--- src/shared/fsac_pkg.sv ---
// fsac_pkg: constants, types for the fiber sensor acquisition control
// assumes a 50 MHz master clock; no register bus, settings are ports
package fsac_pkg;
  localparam int    CLK_PERIOD_NS = 20;
  localparam int    STEP_NS       = 10;
  localparam int    MIN_SPACE_NS  = 40;
  localparam int    MIN_SPACE_CYC =
    (MIN_SPACE_NS + CLK_PERIOD_NS - 1) / CLK_PERIOD_NS;
  localparam int    N_SAMPLES     = 5;
  localparam int    N_SENSORS     = 16;
  localparam int    SENS_W        = 4;
  localparam int    POS_W         = 16;
  localparam int    GAIN_W        = 10;
  localparam int    GAIN_DEPTH    = 64;
  localparam int    GIDX_W        = 6;
  localparam int    GAIN_PACE     = 4;
  localparam int    TRIG_W        = 32;
  localparam int    ADC_W         = 16;
  localparam int    ANG_W         = 32;
  localparam int    WIDE_W        = 64;
  localparam int    DAC_W         = 24;
  localparam int    FRAC_KEEP     = 20;
  localparam logic [GAIN_W-1:0] GAIN_MAX = 10'h3ff;
  localparam logic [DAC_W-1:0]  DAC_FULL = 24'h7fffff;
  localparam logic [DAC_W-1:0]  DAC_NEG  = 24'h800000;

  typedef enum logic [1:0] {
    FSAC_EDGE_RISE = 2'b00,
    FSAC_EDGE_FALL = 2'b01,
    FSAC_EDGE_BOTH = 2'b10
  } fsac_edge_type;

  typedef enum logic [2:0] {
    FSAC_SEL_PULSE0 = 3'b000,
    FSAC_SEL_PULSE1 = 3'b001,
    FSAC_SEL_AVG    = 3'b010,
    FSAC_SEL_ZERO   = 3'b011,
    FSAC_SEL_SQUARE = 3'b100,
    FSAC_SEL_SINE   = 3'b101
  } fsac_src_type;

  typedef struct packed {
    logic             valid;
    logic [SENS_W-1:0] sensor;
    logic [2:0]       index;
  } fsac_strobe_type;

  typedef struct packed {
    logic [ANG_W-1:0] pulse0;
    logic [ANG_W-1:0] pulse1;
  } fsac_angle_type;
endpackage : fsac_pkg

--- src/hdl/fsac_top.sv ---
// fsac_top: strobe placement, gain dac feed, level servo, trigger stamp,
// analog output path. assumes settings are static between table cycles.
// Contract
// - five strobes per return, one period apart
// - sample phase offsets all strobes in steps
// - per-sensor window adjust moves strobes
// - strobe spacing never below forty ns
// - adjust only window sensors; clears window/all
// - gain dac gets array entry plus adjust
// - new gain value every four clocks
// - host writes adjust only with servo off
// - servo integrates setpoint minus dark-corrected sum
// - enabled trigger edge latches time counter
// - counter from zero, divided master clock
// - counter wrap flagged for host
// - latched time copied to trailer, overwritten
// - angle sign-extended, filtered, 24 bits out
// - pulse1 and average only with two pulses
// - test modes zero, square, sinusoid
// - single-pole high-pass, zero cutoff bypasses
// - signed fringe shift, zero gives 4.20
`timescale 1ns/1ps
module fsac_top
  import fsac_pkg::*;
#(
  parameter int TABLE_LEN = 1000
) (
  input  wire logic               sys_clk,
  input  wire logic               reset,
  input  wire logic [POS_W-1:0]   sample_phase,
  input  wire logic [POS_W-1:0]   sample_period,
  input  wire logic [POS_W-1:0]   sensor_spacing,
  input  wire logic [SENS_W-1:0]  win_start,
  input  wire logic [SENS_W-1:0]  win_end,
  input  wire logic signed [7:0]  win_adjust,
  input  wire logic               win_adjust_load,
  input  wire logic               win_clear,
  input  wire logic               win_clear_all,
  input  wire logic               gain_wr,
  input  wire logic [GIDX_W-1:0]  gain_wr_idx,
  input  wire logic [GAIN_W-1:0]  gain_wr_data,
  input  wire logic signed [GAIN_W:0] gain_adjust_wr,
  input  wire logic               gain_adjust_we,
  input  wire logic               servo_en,
  input  wire logic [7:0]         level_servo_gain,
  input  wire logic [ADC_W+1:0]   level_servo_setpoint,
  input  wire logic [ADC_W-1:0]   dark_level,
  input  wire logic               mask_valid,
  input  wire logic [ADC_W-1:0]   mask_s0,
  input  wire logic [ADC_W-1:0]   mask_s1,
  input  wire logic [ADC_W-1:0]   mask_s2,
  input  wire logic               trig_en,
  input  wire fsac_edge_type      trig_sel,
  input  wire logic [15:0]        trig_div,
  input  wire logic               trig_pin,
  input  wire logic               frame_end,
  input  wire logic               aout_en,
  input  wire fsac_src_type       aout_sel,
  input  wire logic [1:0]         pulses_per_cycle,
  input  wire logic               angle_valid,
  input  wire fsac_angle_type     angle_in,
  input  wire logic               mod_slope,
  input  wire logic [DAC_W-1:0]   sine_in,
  input  wire logic [4:0]         hpf_cutoff,
  input  wire logic signed [6:0]  fringe_shift,
  input  wire logic               dac_ready,
  output fsac_strobe_type         strobe,
  output logic [GAIN_W-1:0]       gain_dac,
  output logic signed [GAIN_W:0]  receiver_gain_offset,
  output logic [TRIG_W-1:0]       trailer_time,
  output logic                    trailer_trig,
  output logic                    time_wrap,
  output logic [DAC_W-1:0]        dac_data,
  output logic                    dac_valid,
  output logic                    aout_ready
);
  // ****************************************************************
  // table position and strobe placement
  // ****************************************************************
  logic [POS_W-1:0]        pos_q, pos_d;
  logic [POS_W-1:0]        next_q, next_d;
  logic [SENS_W-1:0]       sens_q, sens_d;
  logic [2:0]              idx_q, idx_d;
  logic                    done_q, done_d;
  logic signed [7:0]       adj_q [N_SENSORS];
  fsac_strobe_type         strobe_q;
  wire logic table_wrap =
    pos_q == POS_W'((TABLE_LEN - 1) * CLK_PERIOD_NS / STEP_NS);
  wire logic [POS_W-1:0] steps_per_clk = POS_W'(CLK_PERIOD_NS / STEP_NS);
  wire logic [POS_W-1:0] min_step = POS_W'(MIN_SPACE_NS / STEP_NS);
  wire logic [POS_W-1:0] period_eff =
    sample_period < min_step ? min_step : sample_period;
  wire logic hit = !done_q && pos_q >= next_q;
  wire logic last_sample = idx_q == 3'(N_SAMPLES - 1);
  wire logic last_sensor = sens_q == SENS_W'(N_SENSORS - 1);
  wire logic [SENS_W-1:0] sens_nx = sens_q + SENS_W'(1);

  // nominal start of a sensor plus its signed window trim
  function automatic logic [POS_W-1:0] sensor_base(
    input logic [SENS_W-1:0] s, input logic signed [7:0] a);
    logic [POS_W-1:0] nom;
    nom = sample_phase + POS_W'(s * sensor_spacing);
    return nom + POS_W'(signed'(a));
  endfunction : sensor_base

  wire logic [POS_W-1:0] base_nx = sensor_base(sens_nx, adj_q[sens_nx]);
  wire logic [POS_W-1:0] tail = next_q + period_eff;
  wire logic [POS_W-1:0] gap_nx = base_nx < tail ? tail : base_nx;

  always_comb begin
    pos_d  = table_wrap ? '0 : pos_q + steps_per_clk;
    next_d = next_q;
    sens_d = sens_q;
    idx_d  = idx_q;
    done_d = done_q;
    if (table_wrap) begin
      next_d = sensor_base('0, adj_q[0]);
      sens_d = '0;
      idx_d  = '0;
      done_d = 1'b0;
    end else if (hit) begin
      if (!last_sample) begin
        idx_d  = idx_q + 3'd1;
        next_d = next_q + period_eff;
      end else if (last_sensor) begin
        done_d = 1'b1;
      end else begin
        idx_d  = '0;
        sens_d = sens_nx;
        next_d = gap_nx;
      end
    end
  end

  always_ff @(posedge sys_clk) begin
    if (reset) begin
      pos_q    <= '0;
      next_q   <= '0;
      sens_q   <= '0;
      idx_q    <= '0;
      done_q   <= 1'b0;
      strobe_q <= '0;
    end else begin
      pos_q    <= pos_d;
      next_q   <= next_d;
      sens_q   <= sens_d;
      idx_q    <= idx_d;
      done_q   <= done_d;
      strobe_q <= '{valid: hit, sensor: sens_q, index: idx_q};
    end
  end
  assign strobe = strobe_q;

  always_ff @(posedge sys_clk) begin
    for (int i = 0; i < N_SENSORS; i++) begin
      if (reset || win_clear_all) begin
        adj_q[i] <= '0;
      end else if (SENS_W'(i) >= win_start && SENS_W'(i) <= win_end) begin
        if (win_clear) begin
          adj_q[i] <= '0;
        end else if (win_adjust_load) begin
          adj_q[i] <= win_adjust;
        end
      end
    end
  end

  // ****************************************************************
  // gain array, adjust and level servo
  // ****************************************************************
  logic [GAIN_W-1:0]       gain_mem [GAIN_DEPTH];
  logic [GIDX_W-1:0]       gidx_q;
  logic [1:0]              pace_q;
  logic [GAIN_W-1:0]       gain_q;
  logic signed [GAIN_W:0]  goff_q, goff_d;
  wire logic pace_hit = pace_q == 2'(GAIN_PACE - 1);
  wire logic signed [GAIN_W+1:0] gsum =
    $signed({2'b00, gain_mem[gidx_q]}) + (GAIN_W+2)'(goff_q);
  wire logic [GAIN_W-1:0] gsat = gsum < 0 ? '0 :
    gsum > $signed({2'b00, GAIN_MAX}) ? GAIN_MAX : gsum[GAIN_W-1:0];
  wire logic signed [ADC_W+3:0] msum =
    (ADC_W+4)'(mask_s0) + (ADC_W+4)'(mask_s1) + (ADC_W+4)'(mask_s2) -
    (ADC_W+4)'(3 * dark_level);
  wire logic signed [ADC_W+4:0] err =
    $signed({3'b000, level_servo_setpoint}) - (ADC_W+5)'(msum);
  wire logic signed [ADC_W+13:0] corr =
    (ADC_W+14)'(err) * $signed({1'b0, level_servo_gain});
  wire logic signed [ADC_W+13:0] goff_new =
    (ADC_W+14)'(goff_q) + (corr >>> ADC_W);
  wire logic signed [ADC_W+13:0] goff_hi = (ADC_W+14)'(10'sh1ff * 2 + 1);

  always_comb begin
    goff_d = goff_q;
    if (servo_en && mask_valid) begin
      if (goff_new > goff_hi) begin
        goff_d = goff_hi[GAIN_W:0];
      end else if (goff_new < -goff_hi) begin
        goff_d = -goff_hi[GAIN_W:0];
      end else begin
        goff_d = goff_new[GAIN_W:0];
      end
    end else if (!servo_en && gain_adjust_we) begin
      goff_d = gain_adjust_wr;
    end
  end

  always_ff @(posedge sys_clk) begin
    if (reset) begin
      gain_mem <= '{default: '0};
    end else if (gain_wr) begin
      gain_mem[gain_wr_idx] <= gain_wr_data;
    end
  end

  always_ff @(posedge sys_clk) begin
    if (reset) begin
      gidx_q <= '0;
      pace_q <= '0;
      gain_q <= '0;
      goff_q <= '0;
    end else begin
      goff_q <= goff_d;
      pace_q <= pace_q + 2'd1;
      if (pace_hit) begin
        gain_q <= gsat;
      end
      // gain walk restarts with the table
      if (pace_hit || table_wrap) begin
        gidx_q <= table_wrap ? '0 : gidx_q + GIDX_W'(1);
      end
    end
  end
  assign gain_dac = gain_q;
  assign receiver_gain_offset = goff_q;

  // ****************************************************************
  // trigger time stamp
  // ****************************************************************
  logic [2:0]        trig_sync_q;
  logic [15:0]       div_q;
  logic [TRIG_W-1:0] time_q, latch_q, trail_q;
  logic              wrap_q, seen_q, tflag_q;
  wire logic rise = trig_sync_q[1] && !trig_sync_q[2];
  wire logic fall = !trig_sync_q[1] && trig_sync_q[2];
  wire logic edge_hit = trig_en && (
    (trig_sel == FSAC_EDGE_RISE && rise) ||
    (trig_sel == FSAC_EDGE_FALL && fall) ||
    (trig_sel == FSAC_EDGE_BOTH && (rise || fall)));
  wire logic tick = div_q + 16'd1 >= trig_div;

  always_ff @(posedge sys_clk) begin
    if (reset) begin
      trig_sync_q <= '0;
      div_q       <= '0;
      time_q      <= '0;
      latch_q     <= '0;
      trail_q     <= '0;
      wrap_q      <= 1'b0;
      seen_q      <= 1'b0;
      tflag_q     <= 1'b0;
    end else begin
      trig_sync_q <= {trig_sync_q[1:0], trig_pin};
      div_q       <= tick ? '0 : div_q + 16'd1;
      if (tick) begin
        time_q <= time_q + TRIG_W'(1);
      end
      if (tick && &time_q) begin
        wrap_q <= 1'b1;
      end
      if (edge_hit) begin
        latch_q <= time_q;
      end
      if (frame_end) begin
        trail_q <= edge_hit ? time_q : latch_q;
        tflag_q <= seen_q || edge_hit;
        seen_q  <= 1'b0;
      end else if (edge_hit) begin
        seen_q <= 1'b1;
      end
    end
  end
  assign trailer_time = trail_q;
  assign trailer_trig = tflag_q;
  assign time_wrap    = wrap_q;

  // ****************************************************************
  // analog output: source, high-pass, shift, two-entry buffer
  // ****************************************************************
  logic signed [WIDE_W-1:0] hp_y_q, hp_x_q;
  logic [DAC_W-1:0]         buf_q [2];
  logic                     wp_q, rp_q;
  logic [1:0]               cnt_q;
  wire logic two_p = pulses_per_cycle == 2'd2;
  wire logic [ANG_W-1:0] ang =
    (aout_sel == FSAC_SEL_PULSE1 && two_p) ? angle_in.pulse1 :
    (aout_sel == FSAC_SEL_AVG && two_p) ?
      ANG_W'(($signed({angle_in.pulse0[ANG_W-1], angle_in.pulse0}) +
              $signed({angle_in.pulse1[ANG_W-1], angle_in.pulse1})) >>> 1) :
    angle_in.pulse0;
  wire logic signed [WIDE_W-1:0] x64 = WIDE_W'(signed'(ang));
  // y = a*(y + x - x_prev), a = 1 - 2^-k
  wire logic signed [WIDE_W-1:0] hp_s = hp_y_q + x64 - hp_x_q;
  wire logic signed [WIDE_W-1:0] hp_n = hp_s - (hp_s >>> hpf_cutoff);
  wire logic signed [WIDE_W-1:0] filt = hpf_cutoff == '0 ? x64 : hp_n;
  wire logic [6:0] sh_mag =
    fringe_shift[6] ? 7'(-fringe_shift) : 7'(fringe_shift);
  // fringe shift, 4 fringe bits over 20 angle bits
  wire logic signed [WIDE_W-1:0] shf =
    fringe_shift[6] ? filt >>> sh_mag : filt <<< sh_mag;
  wire logic [DAC_W-1:0] ang_out = shf[ANG_W-1 -: DAC_W];
  wire logic [DAC_W-1:0] src =
    aout_sel == FSAC_SEL_ZERO   ? '0 :
    aout_sel == FSAC_SEL_SQUARE ? (mod_slope ? DAC_FULL : DAC_NEG) :
    aout_sel == FSAC_SEL_SINE   ? sine_in : ang_out;
  wire logic full = cnt_q == 2'd2;
  wire logic push = aout_en && angle_valid && !full;
  wire logic pop  = dac_valid && dac_ready;

  always_ff @(posedge sys_clk) begin
    if (reset) begin
      hp_y_q <= '0;
      hp_x_q <= '0;
      wp_q   <= 1'b0;
      rp_q   <= 1'b0;
      cnt_q  <= '0;
      buf_q  <= '{default: '0};
    end else begin
      if (push) begin
        hp_y_q     <= hp_n;
        hp_x_q     <= x64;
        buf_q[wp_q] <= src;
        wp_q       <= !wp_q;
      end
      if (pop) begin
        rp_q <= !rp_q;
      end
      cnt_q <= cnt_q + 2'(push) - 2'(pop);
    end
  end

  always_ff @(posedge sys_clk) begin
    if (reset) begin
      dac_valid  <= 1'b0;
      aout_ready <= 1'b0;
      dac_data   <= '0;
    end else begin
      dac_valid  <= cnt_q + 2'(push) - 2'(pop) != 2'd0;
      aout_ready <= cnt_q + 2'(push) - 2'(pop) != 2'd2;
      dac_data   <= (pop || !dac_valid) ?
        ((cnt_q == 2'd0 || (cnt_q == 2'd1 && pop)) && push ? src :
         buf_q[pop ? !rp_q : rp_q]) : dac_data;
    end
  end

  // ****************************************************************
  // checks
  // ****************************************************************
  // gain cadence
  chk_gain_pace: assert property (@(posedge sys_clk) disable iff (reset)
    !pace_hit |=> !$changed(gain_dac))
    else $error("gain dac changed off cadence");
  chk_gain_sat: assert property (@(posedge sys_clk) disable iff (reset)
    pace_hit && gsum < 0 |=> gain_dac == '0)
    else $error("gain sum not clamped low");
  chk_adjust_lock: assert property (@(posedge sys_clk) disable iff (reset)
    !servo_en && !$past(servo_en) && gain_adjust_we |=>
      receiver_gain_offset == $past(gain_adjust_wr))
    else $error("host adjust write lost");
  chk_servo_hold: assert property (@(posedge sys_clk) disable iff (reset)
    servo_en && !mask_valid |=> $stable(receiver_gain_offset))
    else $error("servo moved without samples");
  chk_trig_latch: assert property (@(posedge sys_clk) disable iff (reset)
    edge_hit && !frame_end |=> latch_q == $past(time_q))
    else $error("trigger time not latched");
  chk_trig_off: assert property (@(posedge sys_clk) disable iff (reset)
    !trig_en && !seen_q && frame_end |=> !trailer_trig)
    else $error("trigger taken while disabled");
  chk_time_count: assert property (@(posedge sys_clk) disable iff (reset)
    tick |=> time_q == $past(time_q) + 32'h1)
    else $error("time counter did not step");
  chk_strobe_gap: assert property (@(posedge sys_clk) disable iff (reset)
    strobe.valid |=> !strobe.valid)
    else $error("strobes closer than minimum");
  chk_table_wrap: assert property (@(posedge sys_clk) disable iff (reset)
    table_wrap |=> pos_q == '0 && sens_q == '0)
    else $error("table position not restarted");
  chk_buf_full: assert property (@(posedge sys_clk) disable iff (reset)
    full |-> !aout_ready)
    else $error("buffer full but ready high");
endmodule : fsac_top

--- config.mk ---
export PLATFORM = sky130hd
export DESIGN_NAME = fsac_top
export DESIGN_NICKNAME = d
export VERILOG_FILES = /design/src/shared/fsac_pkg.sv /design/src/hdl/fsac_top.sv
export SDC_FILE = /design/constraint.sdc
export NUM_CORES = 2
export LEC_CHECK = 0
export BUFFER_PORTS_ARGS = -buffer_cell sky130_fd_sc_hd__buf_2
export CAP_MARGIN = 20
export CORE_ASPECT_RATIO = 1.2
export CORE_UTILIZATION = 60
export CTS_CLUSTER_DIAMETER = 80
export DETAILED_ROUTE_END_ITERATION = 10
export PLACE_DENSITY = 0.87
export SYNTH_ARGS = -nofsm -noshare
export SYNTH_HDL_FRONTEND = slang
export SYNTH_SLANG_ARGS = --single-unit
--- constraint.sdc ---
create_clock -name sys_clk -period 18.2 [get_ports sys_clk]
set_input_delay 1.82 -clock sys_clk [delete_from_list [all_inputs] [get_ports sys_clk]]
set_output_delay 1.82 -clock sys_clk [all_outputs]
set_load 0.02 [all_outputs]
After elaboration in Yosys (flattened, before gate mapping)
Memory sizes are Yosys's and may differ from the RTL's.
Index checks and enable logic that the tools add are counted.
{"block": "totals", "ramBits": 128, "mem_count": 1, "regBits": 1009, "output_inout_bits": 89, "in_bits": 320}
{"name": "adj_q", "words": 16, "word_bits": 8, "rd": 2, "rd_clocked_by_memory_dff": 0, "wr": 16, "line": "fsac_top.sv:85", "rtl": "logic signed [7:0] adj_q [N_SENSORS];"}
{"block": "op_classes", "eq_ne": 17, "n_lt_le_gt_ge": 46, "n_mux": 172, "n_shift": 3, "reduce_logical": 65, "n_bitwise": 37, "n_mul": 3, "addsub": 24}
{"cell": "640-bit bitwise mux", "count": 1}
{"cell": "8-bit two-way mux", "count": 32}
{"cell": "24-bit two-way mux", "count": 9}
{"cell": "32-bit two-way mux", "count": 4}
{"cell": "1-bit two-way mux", "count": 102}
{"cell": "16-bit two-way mux", "count": 6}
{"cell": "16-bit adder", "count": 4}
{"cell": "64-bit by 32-bit adder with 64-bit output", "count": 1}
{"cell": "64-bit two-way mux", "count": 1}
{"cell": "64-bit by 7-bit <<< shifter with 32-bit output", "count": 1}
{"cell": "64-bit by 5-bit >>> shifter with 64-bit output", "count": 1}
{"cell": "64-bit by 7-bit >>> shifter with 32-bit output", "count": 1}
{"cell": "64-bit by 32-bit subtractor with 64-bit output", "count": 1}
{"cell": "64-bit subtractor", "count": 1}
{"cell": "10-bit binary-select mux with 6-bit select", "count": 1}
{"cell": "10-bit demux with 6-bit select", "count": 1}
{"cell": "10-bit two-way mux", "count": 5}
{"cell": "48-bit bitwise mux", "count": 1}
{"cell": "11-bit two-way mux", "count": 4}
{"cell": "1-bit logical AND", "count": 35}
{"cell": "32-bit by 32-bit adder with 33-bit output", "count": 1}
{"cell": "32-bit by 1-bit adder with 32-bit output, second input constant", "count": 1}
{"cell": "16-bit greater-or-equal comparator", "count": 2}
{"cell": "4-bit greater-or-equal comparator, first input constant", "count": 8}
{"cell": "other kinds (61)", "count": 143}

Logic depth before layout (Yosys ltp)
{"block": "depth", "ltp_word": 15, "mapped_depth": 59}

Worst setup path after synthesis
OpenSTA, ideal clock, no wires.
{"block": "synth_path", "path_type": "input -> register", "startpoint": "input dark_level[2]", "endpoint": "register goff_q[10] (netlist: receiver_gain_offset[10])", "setup_time_ns": 0.095, "slack_ns": 5.343, "arrival_time_ns": 12.761, "n_path_buf": 0, "stages": 52, "required_ns": 18.105, "cell_sequence": "fa_1 > inv_1 > fa_1 > inv_1 > fa_1 > inv_1 > ha_1 > nor2b_1 > o21ai_0 > a21oi_1 > o21ai_0 > a21boi_0 > o21ai_0 > a21boi_0 > o21ai_0 > a21boi_0 > o21a_1 > or3_1 > (+16 left out) > ha_1 > or2_2 > a21oi_1 > a31oi_1 > nand4_1 > nand3_1 > o21a_1 > nor2_1 > xnor2_1 > ha_1 > or3_1 > a211o_1 > o211ai_1 > xnor2_1 > o32ai_1 > o21ai_1 > o21bai_1 > a221oi_1"}
{"block": "synth_between", "elab_chain_len": 9, "word_cells_on_any_way": 10, "classes_between": "add/sub: 3; mul: 2; order compare: 2; mux: 3"}
{"element": "start: declaration", "line": "fsac_top.sv:47", "rtl": "input wire logic [ADC_W-1:0] dark_level,"}
{"element": "2-bit by 16-bit multiplier with 18-bit output (*)", "line": "fsac_top.sv:183", "rtl": "(ADC_W+4)'(3 * dark_level);"}
{"element": "18-bit by 18-bit subtractor with 19-bit output (*)", "line": "fsac_top.sv:182", "rtl": "(ADC_W+4)'(mask_s0) + (ADC_W+4)'(mask_s1) + (ADC_W+4)'(mask_s2) -"}
{"element": "19-bit by 19-bit subtractor with 20-bit output (*)", "line": "fsac_top.sv:185", "rtl": "$signed({3'b000, level_servo_setpoint}) - (ADC_W+5)'(msum);"}
{"element": "20-bit by 9-bit multiplier with 29-bit output (*)", "line": "fsac_top.sv:187", "rtl": "(ADC_W+14)'(err) * $signed({1'b0, level_servo_gain});"}
{"element": "11-bit by 13-bit adder with 14-bit output (*)", "line": "fsac_top.sv:189", "rtl": "(ADC_W+14)'(goff_q) + (corr >>> ADC_W);"}
{"element": "14-bit by 11-bit < comparator with 1-bit output", "line": "fsac_top.sv:197", "rtl": "end else if (goff_new < -goff_hi) begin"}
{"element": "11-bit two-way mux", "line": "fsac_top.sv:197"}
{"element": "11-bit two-way mux (*)", "line": "fsac_top.sv:195", "rtl": "if (goff_new > goff_hi) begin"}
{"element": "11-bit two-way mux (*)", "line": "fsac_top.sv:194", "rtl": "if (servo_en && mask_valid) begin"}
{"element": "end signal: assignment", "line": "fsac_top.sv:222", "rtl": "goff_q <= goff_d;"}
{"element": "end: declaration", "line": "fsac_top.sv:175", "rtl": "logic signed [GAIN_W:0] goff_q, goff_d;"}
Every way passes the cells marked *; elsewhere a longest branch is shown, timed or not.
A chain may end at the register's enable or synchronous reset.

Final worst setup path
{"block": "layout_path", "startpoint": "input angle_in[1] in the netlist's numbering", "endpoint": "register buf_q[43] in the netlist's numbering"}
{"block": "layout_between", "elab_chain_len": 14, "word_cells_on_any_way": 15, "classes_between": "add/sub: 4; shift: 3; mux: 8"}
{"element": "start: declaration", "line": "fsac_top.sv:61", "rtl": "input wire fsac_angle_type angle_in,"}
{"element": "32-bit by 32-bit adder with 33-bit output", "line": "fsac_top.sv:297", "rtl": "ANG_W'(($signed({angle_in.pulse0[ANG_W-1], angle_in.pulse0}) +"}
{"element": "32-bit two-way mux", "line": "fsac_top.sv:296", "rtl": "(aout_sel == FSAC_SEL_AVG && two_p) ?"}
{"element": "32-bit two-way mux (*)", "line": "fsac_top.sv:295", "rtl": "(aout_sel == FSAC_SEL_PULSE1 && two_p) ? angle_in.pulse1 :"}
{"element": "64-bit by 32-bit adder with 64-bit output", "line": "fsac_top.sv:302", "rtl": "wire logic signed [WIDE_W-1:0] hp_s = hp_y_q + x64 - hp_x_q;"}
{"element": "64-bit by 32-bit subtractor with 64-bit output", "line": "fsac_top.sv:302"}
{"element": "64-bit by 5-bit >>> shifter with 64-bit output", "line": "fsac_top.sv:303", "rtl": "wire logic signed [WIDE_W-1:0] hp_n = hp_s - (hp_s >>> hpf_cutoff);"}
{"element": "64-bit subtractor", "line": "fsac_top.sv:303"}
{"element": "64-bit two-way mux (*)", "line": "fsac_top.sv:304", "rtl": "wire logic signed [WIDE_W-1:0] filt = hpf_cutoff == '0 ? x64 : hp_n;"}
{"element": "64-bit by 7-bit <<< shifter with 32-bit output / 64-bit by 7-bit >>> shifter with 32-bit output (equally long branches)", "line": "fsac_top.sv:309", "rtl": "fringe_shift[6] ? filt >>> sh_mag : filt <<< sh_mag;"}
{"element": "32-bit two-way mux (*)", "line": "fsac_top.sv:309"}
{"element": "24-bit two-way mux (*)", "line": "fsac_top.sv:314", "rtl": "aout_sel == FSAC_SEL_SINE ? sine_in : ang_out;"}
{"element": "24-bit two-way mux (*)", "line": "fsac_top.sv:313", "rtl": "aout_sel == FSAC_SEL_SQUARE ? (mod_slope ? DAC_FULL : DAC_NEG) :"}
{"element": "24-bit two-way mux (*)", "line": "fsac_top.sv:312", "rtl": "aout_sel == FSAC_SEL_ZERO ? '0 :"}
{"element": "48-bit bitwise mux (*)", "line": "fsac_top.sv:331", "rtl": "buf_q[wp_q] <= src;"}
{"element": "end signal: indexed assignment", "line": "fsac_top.sv:331"}
{"element": "end: declaration", "line": "fsac_top.sv:290", "rtl": "logic [DAC_W-1:0] buf_q [2];"}
Marked as above.

==> results list <==
* Die footprint: 0.147 mm2
* WL/cell: 26.5 um
* Number of port buffers: just over 400
* Worst reg-to-reg path cell count: 27
* Number of distinct standard cells referenced by the synthesized netlist: 122
* Syn Nets: 11748
* Largest clock skew in the final design: 60.8 ps
* Largest cells by area after synthesis: dfxtp_1 (23%), nand2_1 (8.0%), mux4_2 (7.8%)
- Detailed routing inserted a total of around 87000 vias.
- Worst-path clk slew: roughly 60 ps
* Transition at the pin with the smallest max-transition slack: 1350 ps
- The largest single stage delay on the critical path is roughly 1000 ps.
- Synth-to-Final Area Change: 7.92%
- Max-cap violations: 0
* Synth Area per Inst: 8.12 um2
* Slew headroom: 0.0968
- Slack of the worst reg-to-reg path: 6850 ps
- The first global-routing pass estimated between 500000 and 600000 um of wire.
* Period utilization: 0.792
* DIE HEIGHT: 420 um
- Along the worst hold path, the cell count comes to 1.
- Measured along the x axis, the die boundary spans 350 um.
- The H-tree was split into 3 levels.
* Number of iterations in the first detailed-routing pass: 9
* Detailed-placement wirelength estimate: 249000 um
- Counting the fill cells in the layout gives 11637.
* TritonCTS Sinks: roughly 1100
- Number of pins exceeding their max-slew limit in the final report: 0
- Total global-route track usage: 0.450
- Core box area: approximately 0.14 mm2
- Registers take 0.0240 mm2.
- Synthesis produced 10750 cells.
- The later pin in the worst-skew pair is clocked with a latency of 790 ps.
* Number of top-level design ports: 409
* Most repeated library cell on the critical path: a21oi_1
* Count of standard-cell rows: roughly 150
- STA classifies the critical path startpoint as an input pin.
- Seq cells post-synth: 1136
* Peak Freq: 0.0694 GHz
- Status: finished, final reports clean
* Number of buffers on the longest clock path: 3
- Of all cell types, the one taking the most synthesized area is dfxtp_1.
- Global routing finished with a remaining overflow of 0.
- For this run, the number of Yosys warnings is 0.
- Cell at the root of the clock tree: clkbuf_16
* Setup crit end kind: flip-flop
- Sequential element share of the synthesized area: 0.275
- For this run, the post-layout net count is 11715.
- Data required time at the worst endpoint: 18860 ps
- Routed Wire Length: 339000 um
- Dividing the detail-routed via count by the number of cells gives between 6 and 7.
- Of the cells placed in the final design, the portion with a size suffix greater than 1 is 0.116.
* Arrival time of the worst setup path: 15070 ps
- OpenSTA, run right after detailed placement, puts the worst setup slack at 3540 ps.
* Share of the core filled with cells: 0.656
* Initial antenna violation count: 51
- Setup repair after global routing missed its margin: no
* Type of the worst min-delay path: reg2reg
* Share of flip-flops with an asynchronous set or reset: 0
- Buffers added to address setup during post-CTS repair amount to 0.
- The number of gates resized after CTS was 0.
- Final estimated routing congestion in global placement: about 1.1
- TritonCTS built the clock tree.
- Commonest register cell after synthesis: dfxtp_1
* Count of final hold-check violations: 0
* Shortest clock period the worst path allows after layout: 14420 ps
- After the first detailed-routing iteration, the DRC count stood at about 12000.
- Start-to-end type of the worst setup path: in2reg
* Final critical-path setup slack: 3780 ps
- Area used by multi-input combinational logic: 0.0582 mm2
- After detailed routing, the number of remaining DRC violations is 0.
- Setup violation total in the final timing report: 0
- Area fraction of the dominant cell type after synthesis: 0.231
- CTS Hold Buffers Added: 0
- The synthesized design contains approximately 130 enable-type register cells.
- The detail route stage leaves a number of antenna-violating nets equal to 0.
- The number of global-route vias before repair was around 84000.
* Synthesized area: 0.0873 mm2
- The largest individual stage delay along the critical path comes from the cell o21ai_0.
* CTS Buf Count: 110
- For this configuration, the core starts out at a cell density of 0.608.
- Largest fanout of any net on the critical path: 34
* Largest net degree at the start of global routing: 245
* Total Negative Setup Slacks: 0 ps
-- area by class of cell --
| cell class | instances | area share |
|---|---|---|
| Multi-Input combinational cell | 8238 | 0.618 |
| Sequential cell | 1136 | 0.255 |
| Timing Repair Buffer | 550 | 0.0339 |
| Clock buffer | 157 | 0.0336 |
| Inverter | 681 | 0.0272 |
| Tap cell | 1925 | 0.0256 |
| Clock inverter | 48 | 0.00595 |
| Antenna cell | 24 | 0.000638 |
-- final timing paths --
| path | start | end |
|---|---|---|
| worst min-delay path | pace_q[0] | pace_q[0] |
| worst min register to register | pace_q[0] | pace_q[0] |
| worst max-delay path | angle_in[1] | buf_q[43] |
| worst max register to register | hp_x_q[31] | buf_q[43] |
-- sequential cells by signal (all words and copies together), names as in the netlist, 15 cells and up --
| signal | cells |
|---|---|
| div_q | 16 |
| pos_q | 15 |
| latch_q | 32 |
| hp_x_q | 32 |
| trailer_time | 32 |
| next_q | 16 |
| adj_q | 128 |
| time_q | 32 |
| buf_q | 48 |
| dac_data | 24 |
| hp_y_q | 64 |
| gain_mem | 640 |
-- per-stage QoR --
step                      instance area (um2)  std cells  hold slack, ps
after detailed placement                90200      12514             419
after CTS                               93900      12719             428
after global placement                  90200      12505             407
after floorplan                         87300      10750             399
final                                   94200      12759             439
after global routing                    94100      12750             457
-- cells in the mapped netlist, drive strengths merged (30+ instances only) --
library cell / number
a211o: 35
a211oi: 147
a21boi: 30
a21o: 146
a21oi: 1219
a31oi: 63
and2: 295
and3: 67
buf: 128
clkbuf: 567
dfxtp: 1008
edfxtp: 128
fa: 293
ha: 385
inv: 681
mux2: 53
mux2i: 192
mux4: 302
nand2: 1866
nand2b: 76
nand3: 390
nand4: 93
nor2: 684
nor2b: 96
nor3: 168
nor4: 49
o211ai: 107
o21a: 79
o21ai: 376
o21bai: 45
o221ai: 45
o22a: 44
o22ai: 55
o31ai: 73
or2: 39
or3: 59
xnor2: 163
xor2: 83
-- routing by layer --
layer  share of wire  routed length [um]  global-route usage  vias to the layer above
met5         0.00080                 270                   0                        -
met4           0.082               27900               0.308                       40
met3            0.12               42000               0.137                     1569
met2            0.44              151000               0.699                     5729
met1            0.35              118000               0.533                    41773
li1                -                   -                   -                    38026
-- cells by family after synthesis --
family / after synthesis / share of synthesized area
AND/OR/NAND/NOR: 3959 / 0.205
AO/OA/AOI/OAI: 2807 / 0.205
buffers and inverters: 1376 / 0.0603
flip-flops: 1136 / 0.275
adder cells (fa/ha/maj): 678 / 0.122
multiplexers: 547 / 0.107
XOR/XNOR: 247 / 0.0251
-- placed cells by master, fill, tap and decap left out, drive strengths merged, types with 39 or more instances in the layout --
cell,n
nor2b,96
nor2,684
a211oi,147
a31oi,63
o211ai,107
xnor2,163
nand4,93
nor4,49
xor2,83
o21ai,376
or2,39
inv,688
o31ai,73
o221ai,45
nor3,168
o21a,79
a21o,146
buf,547
clkbuf,160
dfxtp,1008
nand3,390
a21oi,1219
o22ai,55
and2,295
edfxtp,128
or3,59
nand2b,76
and3,67
mux4,302
ha,385
o22a,44
fa,293
o21bai,45
mux2,53
mux2i,192
nand2,1866
-- worst max-delay path, delay by kind of cell --
family / cells / cell delay, ps
and+or+nand+nor: 7 / 2180
AOI/OAI and AO/OA: 20 / 8150
adders and majority gates: 4 / 1650
buffers and inverters: 4 / 840
muxes: 1 / 370
Power is left out: the tool's default activity adds up to more than one toggle a clock period on the data nets, which glitch-free logic cannot reach.
